===== config.mk =====
export PLATFORM = sky130hd
export DESIGN_NAME = chan_exec_unit
export DESIGN_NICKNAME = d
export VERILOG_FILES = /design/src/rtl/chan_exec_pkg.sv /design/src/rtl/cycle_timer.sv /design/src/rtl/chan_exec_unit.sv
export SDC_FILE = /design/constraint.sdc
export NUM_CORES = 1
export LEC_CHECK = 0
export BUFFER_PORTS_ARGS = -buffer_cell sky130_fd_sc_hd__buf_2
export CORE_ASPECT_RATIO = 0.75
export CORE_MARGIN = 2
export CORE_UTILIZATION = 49
export DETAILED_ROUTE_END_ITERATION = 8
export PLACE_DENSITY = 0.79
export SYNTH_ARGS = -nofsm -noshare
export SYNTH_HDL_FRONTEND = slang
export SYNTH_SLANG_ARGS = --single-unit

===== constraint.sdc =====
create_clock -name i_core_clk -period 2.7 [get_ports i_core_clk]
set_input_delay 0.135 -clock i_core_clk [delete_from_list [all_inputs] [get_ports i_core_clk]]
set_output_delay 0.135 -clock i_core_clk [all_outputs]
set_load 0.02 [all_outputs]

===== src/rtl/chan_exec_pkg.sv =====
// Purpose: Shared constants for the channel instruction execution unit
// Assumes: 100 MHz core clock
// Notes:   Clock figures are in processor clock periods
package chan_exec_pkg;
    // =========================================================
    // Operation select codes
    typedef enum logic [2:0] {
        OP_LOAD_PTR_IMM  = 3'h0,
        OP_PTR_FROM_MEM  = 3'h1,
        OP_PTR_TO_MEM    = 3'h2,
        OP_OR_BYTE_IMM   = 3'h3,
        OP_TEST_SET      = 3'h4,
        OP_TRANSFER_MODE_ENTRY_ENTRY    = 3'h5,
        OP_OTHER         = 3'h6
    } op_sel_e;

    // =========================================================
    // Clock period counts
    localparam logic [4:0] CLK_LPI_EVEN  = 5'h0C; // 12
    localparam logic [4:0] CLK_LPI_ODD   = 5'h10; // 16
    localparam logic [4:0] CLK_MPL_EVEN  = 5'h13; // 19
    localparam logic [4:0] CLK_MPL_ODD   = 5'h1B; // 27
    localparam logic [4:0] CLK_MPS_EVEN  = 5'h10; // 16
    localparam logic [4:0] CLK_MPS_ODD   = 5'h16; // 22
    localparam logic [4:0] CLK_TS_NZ     = 5'h0E; // 14
    localparam logic [4:0] CLK_TS_ZERO   = 5'h10; // 16
    localparam logic [4:0] CLK_TRANSFER_MODE_ENTRY      = 5'h04;
    localparam logic [4:0] CLK_OR_BYTE_IMMEDIATE      = 5'h03;
    localparam logic [4:0] CLK_OTHER     = 5'h04;

    // =========================================================
    // Instruction lengths in bytes
    localparam logic [2:0] LEN_LPI       = 3'h6;
    localparam logic [2:0] LEN_TRANSFER_MODE_ENTRY      = 3'h2;
    localparam logic [2:0] LEN_OR_BYTE_IMMEDIATE      = 3'h3;
    localparam logic [2:0] LEN_MOVE_POINTER      = 3'h2;
    localparam logic [2:0] LEN_TS        = 3'h4;
    localparam logic [2:0] LEN_OTHER     = 3'h2;

    // =========================================================
    // Register file shape
    localparam int         PTR_W         = 20;
    localparam int         NUM_PTR       = 4;
    localparam int         NUM_GPR       = 8;
    localparam logic [15:0] GPR_RESET    = 16'h0000;
    localparam logic [19:0] PTR_RESET    = 20'h00000;
endpackage


===== src/rtl/cycle_timer.sv =====
// Purpose: Counts down one instruction's clock periods
// Assumes: Load value of at least one
// Notes:   o_last is high in the final period
`timescale 1ns/1ps
module cycle_timer
    import chan_exec_pkg::*;
(
    input  wire logic       i_core_clk,
    input  wire logic       i_resetn,
    input  wire logic       i_load,
    input  wire logic [4:0] i_count,
    output logic            o_busy,
    output logic            o_last
);
    logic [4:0] remain;
    logic [4:0] next_remain;

    // =========================================================
    // Countdown
    always_comb begin
        next_remain = remain;
        if (i_load) begin
            next_remain = i_count;
        end else if (remain != 5'h00) begin
            next_remain = remain - 5'h01;
        end
    end

    always_ff @(posedge i_core_clk) begin
        if (!i_resetn) begin
            remain <= 5'h00;
        end else begin
            remain <= next_remain;
        end
    end

    assign o_busy = (remain != 5'h00);
    assign o_last = (remain == 5'h01);
endmodule


===== src/rtl/chan_exec_unit.sv =====
// Purpose: Executes pointer, OR-byte, test-set and transfer-entry ops
// Assumes: Memory bus answers reads and writes in one cycle per access
// Notes:   Every op holds o_busy for exactly its clock period count
`timescale 1ns/1ps
module chan_exec_unit
    import chan_exec_pkg::*;
(
    input  wire logic        i_core_clk,
    input  wire logic        i_resetn,
    input  wire logic        i_start,
    input  wire logic [2:0]  i_op,
    input  wire logic [19:0] i_instr_addr,
    input  wire logic [19:0] i_operand_addr,
    input  wire logic [1:0]  i_ptr_sel,
    input  wire logic [2:0]  i_reg_sel,
    input  wire logic [31:0] i_immediate,
    input  wire logic [23:0] i_mem_rdata,
    output logic             o_busy,
    output logic             o_done,
    output logic [2:0]       o_length,
    output logic             o_mem_rd,
    output logic             o_mem_wr,
    output logic             o_mem_lock,
    output logic [19:0]      o_mem_addr,
    output logic [23:0]      o_mem_wdata,
    output logic             o_dma_mode,
    output logic             o_test_zero,
    output logic [19:0]      o_ptr_value,
    output logic [15:0]      o_reg_value
);
    typedef enum logic [1:0] {ST_IDLE, ST_RUN} exec_state_e;

    exec_state_e        state;
    exec_state_e        next_state;
    op_sel_e            op;
    op_sel_e            next_op;
    logic [19:0]        ptr_file [NUM_PTR];
    logic [19:0]        next_ptr_file [NUM_PTR];
    logic [15:0]        gpr_file [NUM_GPR];
    logic [15:0]        next_gpr_file [NUM_GPR];
    logic [1:0]         ptr_idx;
    logic [1:0]         next_ptr_idx;
    logic [2:0]         reg_idx;
    logic [2:0]         next_reg_idx;
    logic [19:0]        opnd;
    logic [19:0]        next_opnd;
    logic [7:0]         set_val;
    logic [7:0]         next_set_val;
    logic [4:0]         elapsed;
    logic [4:0]         next_elapsed;
    logic               transfer_mode_entry_armed;
    logic               next_transfer_mode_entry_armed;
    logic               next_busy;
    logic               next_done;
    logic [2:0]         next_length;
    logic               next_mem_rd;
    logic               next_mem_wr;
    logic               next_mem_lock;
    logic [19:0]        next_mem_addr;
    logic [23:0]        next_mem_wdata;
    logic               next_dma_mode;
    logic               next_test_zero;
    logic               load_timer;
    logic [4:0]         load_count;
    logic               timer_last;

    // Pick even or odd figure from an address
    function automatic logic [4:0] by_parity(input logic [19:0] addr,
                                             input logic [4:0] even_c,
                                             input logic [4:0] odd_c);
        by_parity = addr[0] ? odd_c : even_c;
    endfunction

    // =========================================================
    // Timer
    cycle_timer cycle_timer_inst (
        .i_core_clk (i_core_clk),
        .i_resetn   (i_resetn),
        .i_load     (load_timer),
        .i_count    (load_count),
        .o_busy     (),
        .o_last     (timer_last)
    );

    // =========================================================
    // Sequencing, bus and register updates
    always_comb begin
        next_state      = state;
        next_op         = op;
        next_ptr_file   = ptr_file;
        next_gpr_file   = gpr_file;
        next_ptr_idx    = ptr_idx;
        next_reg_idx    = reg_idx;
        next_opnd       = opnd;
        next_set_val    = set_val;
        next_elapsed    = elapsed;
        next_transfer_mode_entry_armed = transfer_mode_entry_armed;
        next_busy       = o_busy;
        next_done       = 1'b0;
        next_length     = o_length;
        next_mem_rd     = 1'b0;
        next_mem_wr     = 1'b0;
        next_mem_lock   = o_mem_lock;
        next_mem_addr   = o_mem_addr;
        next_mem_wdata  = o_mem_wdata;
        next_dma_mode   = o_dma_mode;
        next_test_zero  = o_test_zero;
        load_timer      = 1'b0;
        load_count      = CLK_OTHER;
        unique case (state)
            ST_IDLE: begin
                if (i_start) begin
                    next_state   = ST_RUN;
                    next_op      = op_sel_e'(i_op);
                    next_ptr_idx = i_ptr_sel;
                    next_reg_idx = i_reg_sel;
                    next_opnd    = i_operand_addr;
                    next_set_val = i_immediate[7:0];
                    next_elapsed = 5'h01;
                    next_busy    = 1'b1;
                    load_timer   = 1'b1;
                    case (i_op)
                        OP_LOAD_PTR_IMM: begin
                            load_count  = by_parity(i_instr_addr,
                                CLK_LPI_EVEN, CLK_LPI_ODD);
                            next_length = LEN_LPI;
                        end
                        OP_PTR_FROM_MEM: begin
                            load_count  = by_parity(i_operand_addr,
                                CLK_MPL_EVEN, CLK_MPL_ODD);
                            next_length = LEN_MOVE_POINTER;
                        end
                        OP_PTR_TO_MEM: begin
                            load_count  = by_parity(i_operand_addr,
                                CLK_MPS_EVEN, CLK_MPS_ODD);
                            next_length = LEN_MOVE_POINTER;
                        end
                        OP_OR_BYTE_IMM: begin
                            load_count  = CLK_OR_BYTE_IMMEDIATE;
                            next_length = LEN_OR_BYTE_IMMEDIATE;
                        end
                        OP_TEST_SET: begin
                            // Lock raised in the same cycle as the read goes out
                            load_count    = CLK_TS_ZERO;
                            next_length   = LEN_TS;
                            next_mem_lock = 1'b1;
                            next_mem_rd   = 1'b1;
                            next_mem_addr = i_operand_addr;
                        end
                        OP_TRANSFER_MODE_ENTRY_ENTRY: begin
                            load_count  = CLK_TRANSFER_MODE_ENTRY;
                            next_length = LEN_TRANSFER_MODE_ENTRY;
                        end
                        default: begin
                            load_count  = CLK_OTHER;
                            next_length = LEN_OTHER;
                        end
                    endcase
                end
            end
            ST_RUN: begin
                next_elapsed = elapsed + 5'h01;
                // Test byte sampled one cycle after the read
                if (op == OP_TEST_SET && elapsed == 5'h02) begin
                    next_test_zero = (i_mem_rdata[7:0] == 8'h00);
                    if (i_mem_rdata[7:0] != 8'h00) begin
                        // Nonzero: skip write, finish early
                        load_timer = 1'b1;
                        load_count = CLK_TS_NZ - 5'h02;
                    end else begin
                        next_mem_wr    = 1'b1;
                        next_mem_wdata = {16'h0000, set_val};
                    end
                end
                if (op == OP_PTR_FROM_MEM && elapsed == 5'h01) begin
                    next_mem_rd   = 1'b1;
                    next_mem_addr = opnd;
                end
                // Read data stands the cycle after the strobe
                if (op == OP_PTR_FROM_MEM && elapsed == 5'h03) begin
                    next_ptr_file[ptr_idx] = i_mem_rdata[19:0];
                end
                if (op == OP_PTR_TO_MEM && elapsed == 5'h01) begin
                    next_mem_wr    = 1'b1;
                    next_mem_addr  = opnd;
                    next_mem_wdata = {4'h0, ptr_file[ptr_idx]};
                end
                if (timer_last) begin
                    next_state    = ST_IDLE;
                    next_busy     = 1'b0;
                    next_done     = 1'b1;
                    next_mem_lock = 1'b0;
                    unique case (op)
                        OP_LOAD_PTR_IMM: begin
                            next_ptr_file[ptr_idx] =
                                i_immediate[19:0];
                        end
                        OP_OR_BYTE_IMM: begin
                            next_gpr_file[reg_idx] = gpr_file[reg_idx]
                                | {8'h00, i_immediate[7:0]};
                        end
                        default: begin
                        end
                    endcase
                    // DMA starts after the following op completes
                    if (op == OP_TRANSFER_MODE_ENTRY_ENTRY) begin
                        next_transfer_mode_entry_armed = 1'b1;
                    end else if (transfer_mode_entry_armed) begin
                        next_transfer_mode_entry_armed = 1'b0;
                        next_dma_mode   = 1'b1;
                    end
                end
            end
            default: begin
                next_state = ST_IDLE;
            end
        endcase
    end

    // =========================================================
    // State registers
    always_ff @(posedge i_core_clk) begin
        if (!i_resetn) begin
            state       <= ST_IDLE;
            op          <= OP_OTHER;
            for (int i = 0; i < NUM_PTR; i++) begin
                ptr_file[i] <= PTR_RESET;
            end
            for (int i = 0; i < NUM_GPR; i++) begin
                gpr_file[i] <= GPR_RESET;
            end
            ptr_idx     <= 2'h0;
            reg_idx     <= 3'h0;
            opnd        <= 20'h00000;
            set_val     <= 8'h00;
            elapsed     <= 5'h00;
            transfer_mode_entry_armed  <= 1'b0;
            o_busy      <= 1'b0;
            o_done      <= 1'b0;
            o_length    <= 3'h0;
            o_mem_rd    <= 1'b0;
            o_mem_wr    <= 1'b0;
            o_mem_lock  <= 1'b0;
            o_mem_addr  <= 20'h00000;
            o_mem_wdata <= 24'h000000;
            o_dma_mode  <= 1'b0;
            o_test_zero <= 1'b0;
            o_ptr_value <= PTR_RESET;
            o_reg_value <= GPR_RESET;
        end else begin
            state       <= next_state;
            op          <= next_op;
            ptr_file    <= next_ptr_file;
            gpr_file    <= next_gpr_file;
            ptr_idx     <= next_ptr_idx;
            reg_idx     <= next_reg_idx;
            opnd        <= next_opnd;
            set_val     <= next_set_val;
            elapsed     <= next_elapsed;
            transfer_mode_entry_armed  <= next_transfer_mode_entry_armed;
            o_busy      <= next_busy;
            o_done      <= next_done;
            o_length    <= next_length;
            o_mem_rd    <= next_mem_rd;
            o_mem_wr    <= next_mem_wr;
            o_mem_lock  <= next_mem_lock;
            o_mem_addr  <= next_mem_addr;
            o_mem_wdata <= next_mem_wdata;
            o_dma_mode  <= next_dma_mode;
            o_test_zero <= next_test_zero;
            o_ptr_value <= next_ptr_file[i_ptr_sel];
            o_reg_value <= next_gpr_file[i_reg_sel];
        end
    end
endmodule


==> results.py <==
metrics = {
    "sta": {
        "relSlewSlack_pct": 44.10,
        "rsz0062_at_grt": "true",
        "clock_skew_ns": 0.02331,
        "fmax_mhz": 381.9,
        "fin_tns_setup_ns": 0,
        "fin_crit_ns": 2.618,
        "tightest_slew_ns": 0.8354,
        "finalMaxSlewViolations": 0,
        "setup_viol": 0,
        "period_share_pct": 96.98,
        "hold_violations": 0,
    },
    "routing": {
        "vias": 14552,
        "avgRoutedWirePerCell_um": 20.62,
        "antenna_left": 0,
        "drt_iter0_markers": 2219,
        "drcViolationCount": 0,
        "drtPass1Iterations": 8,
        "viasPerCell": 6.184,
        "wl_um": 48520,
    },
    "global_routing": {
        "grt_max_degree": 91,
        "grt_usage_pct": 28.35,
        "grt_pass1_vias": 13611,
        "antenna_found_initial": 1,
        "grt_first_pass_wirelength_um": 74350,
        "grt.overflow.total": 0,
    },
    "clock_tree": {
        "cts_root_buf": "clkbuf_16",
        "cts_tree": "done",
        "cts_max_level": 2,
        "clkTransAtPathRegs_ns": 0.06,
        "numClockSinks": 341,
        "clk_latency_ns": 0.54,
        "cts_buffers": 36,
        "clockBufferDepth": 3,
    },
    "floorplan": {
        "die_width_um": 208.3,
        "die-area_um2": 32740,
        "die_y_um": 157.2,
        "coreArea_um2": 31040,
        "start_util_pct": 49.40,
        "io_pins": 197,
        "rows": 56,
    },
    "run_status": {
        "status": "finished clean",
    },
    "logic_synthesis": {
        "synth_top_area_cell": "dfxtp_1",
        "ys_warn_count": 0,
        "yosysMostFrequentCell": "dfxtp_1",
        "synth-xor-area-share_pct": 0.2856,
        "synthFlopType": "dfxtp_1",
        "synth_adder_area_share_pct": 0.4896,
        "ys_ff_latch": 341,
        "synthesis.area_um2": 15330,
        "synth_enable_flop_cells": 0,
        "synth_common_cells": "dfxtp_1, nor2_1, a21oi_1",
        "syn_inst": 1725,
        "synthMuxAreaShare_pct": 9.359,
        "synth-seq-area-share_pct": 44.52,
        "ys_async_sr_fraction_pct": 0,
        "synth-compound-area-share_pct": 23.20,
        "synth.avg_cell_area_um2": 8.889,
        "synthSimpleGateAreaFrac_pct": 17.38,
        "synth_top_area_share_pct": 44.52,
        "synth.area.top_cells": "dfxtp_1, nor2_1, mux4_2, a21oi_1, and2_1",
        "yosysUniqueCellTypes": 67,
        "synth_top_family_by_area": "compound AO/OA/AOI/OAI gates",
    },
    "pwr": {
        "switching_share_pct": 25.36,
        "ir_drop_mv": 0.3666,
        "power_density_nw_per_um2": 614.7,
        "leakagePower_nw": 7.283,
        "clkPwrFrac_pct": 43.9,
        "power_switching_mw": 2.901,
        "power_frac_seq_pct": 45.4,
        "internal_power_mw": 8.537,
        "combPwrFrac_pct": 10.7,
    },
    "setup_path": {
        "cp.required_ns": 3.14,
        "crit_type": "register to register",
        "critPathArrivalTime_ns": 3.06,
        "worst-path-max-fanout": 10,
        "reg2reg_depth": 9,
        "worst_setup_path_start_kind": "register",
        "endpoint_kind": "register",
    },
    "placed_design": {
        "dp_hpwl_um": 30860,
        "numPlacedInstances": 2220,
        "routabilityCongestion": 0.9609,
        "io_buffer_count": 157,
    },
    "cells_and_area": {
        "ff_latch_area_um2": 6832,
        "area_growth_pct": 21.35,
        "final_nets": 2033,
        "layout.cells.non_filler": 2353,
        "n_fill_cell": 2591,
        "drive_gt1_share_pct": 19.01,
        "multiInputGateArea_um2": 7835,
    },
    "hold_path": {
        "holdPathStages": 3,
        "hp-class": "primary input to register",
    },
    "flow_run": {
        "maxCapViolations": 0,
    },
}
layout make-up:
type                    count  share of cell area, %
clock inverters            10                 0.7330
well taps                 406                  2.730
flip-flops and latches    341                  36.72
multi-input cells        1211                  42.11
repair buffers            317                  11.82
diodes                      1                0.01345
clock buffers              54                  5.588
inverters                  13                 0.2892
layout by cell type (no fill, tap or decap), types with 37 or more instances in the layout:
cell and n:
a211oi_1 75, a21oi_1 163, and2_1 99, buf_2 157, buf_4 92, clkbuf_16 37
dfxtp_1 339, dlygate4sd3_1 62, mux2i_1 59, mux4_2 37, nand2_1 103, nor2_1 228
o21ai_0 93, o22ai_1 82
per-stage QoR:
stage                     util, %  hold slack, ns  power, mW  instance area (um2)  worst slack, ns
after global placement      53.90          0.3883      6.405                16730          0.03546
final                       59.94         0.01865      11.44                18610          0.08154
after CTS                   59.69        0.005408      11.45                18530          0.04146
after floorplan                 -          0.2710      6.008                15340           0.2806
after detailed placement    53.90          0.3973      6.420                16730          0.04257
after global routing        59.94         0.03250      11.80                18600         -0.03542
power by group through the flow:
stage	logic [mW]	registers [mW]	clock network, mW
finish	1.23	5.19	5.02
detailed placement	1.12	5.30	0
floorplan	0.686	5.32	0
global route	1.32	5.20	5.28
CTS	1.20	5.19	5.06
global placement	1.11	5.30	0
final timing paths:
| check | from | to | slack (ns) |
|---|---|---|---|
| setup reg to reg | cycle_timer_inst.remain[1] | o_reg_value[4] | 0.08 |
| hold / removal | i_immediate[8] | ptr_file[48] | 0.02 |
| setup / recovery | cycle_timer_inst.remain[1] | o_reg_value[4] | 0.08 |
| hold reg to reg | gpr_file[26] | gpr_file[26] | 0.45 |
cell families after synthesis:
logic type | after synthesis
fa+ha+maj | 6
compound gates | 555
simple gates | 544
mux | 97
buf+inv | 176
other cells | 1
xor+xnor | 5
flops | 341
flip-flops by register name, summed over array words and instances (netlist names), 2 cells and up:
signal                   count
o_mem_wdata                 20
o_ptr_value                 20
ptr_idx                      2
o_reg_value                 16
gpr_file                   128
cycle_timer_inst.remain      5
o_mem_addr                  20
set_val                      8
opnd                        20
op                           3
reg_idx                      3
elapsed                      5
ptr_file                    80
o_length                     3
critical path, cell delays in order, from the launching register on:
cell and delay (ns):
dfxtp_1 0.30, inv_1 0.07, ha_1 0.15, or4b_4 0.46, buf_4 0.21, nor4_4 0.41, nor2_1 0.09, a2111oi_0 0.52
a211oi_1 0.10, o221ai_1 0.21
repair_timing:
| item | in CTS | in global routing |
|---|---|---|
| setup endpoints to repair | 0 | 4 |
| hold buffers | 62 | 0 |
| setup buffers | 0 | 5 |
| endpoints found under the hold margin | 69 | 0 |
| gates resized for setup | 0 | 9 |
layer usage:
metal	GRT usage, %	vias to the layer above	wire length, um
li1	-	6677	-
met1	39.83	6847	21010
met2	43.32	877	21210
met3	6.325	151	5172
met4	9.215	0	1123
met5	0	-	0
Note: power is estimated with default switching activity, not from simulation.
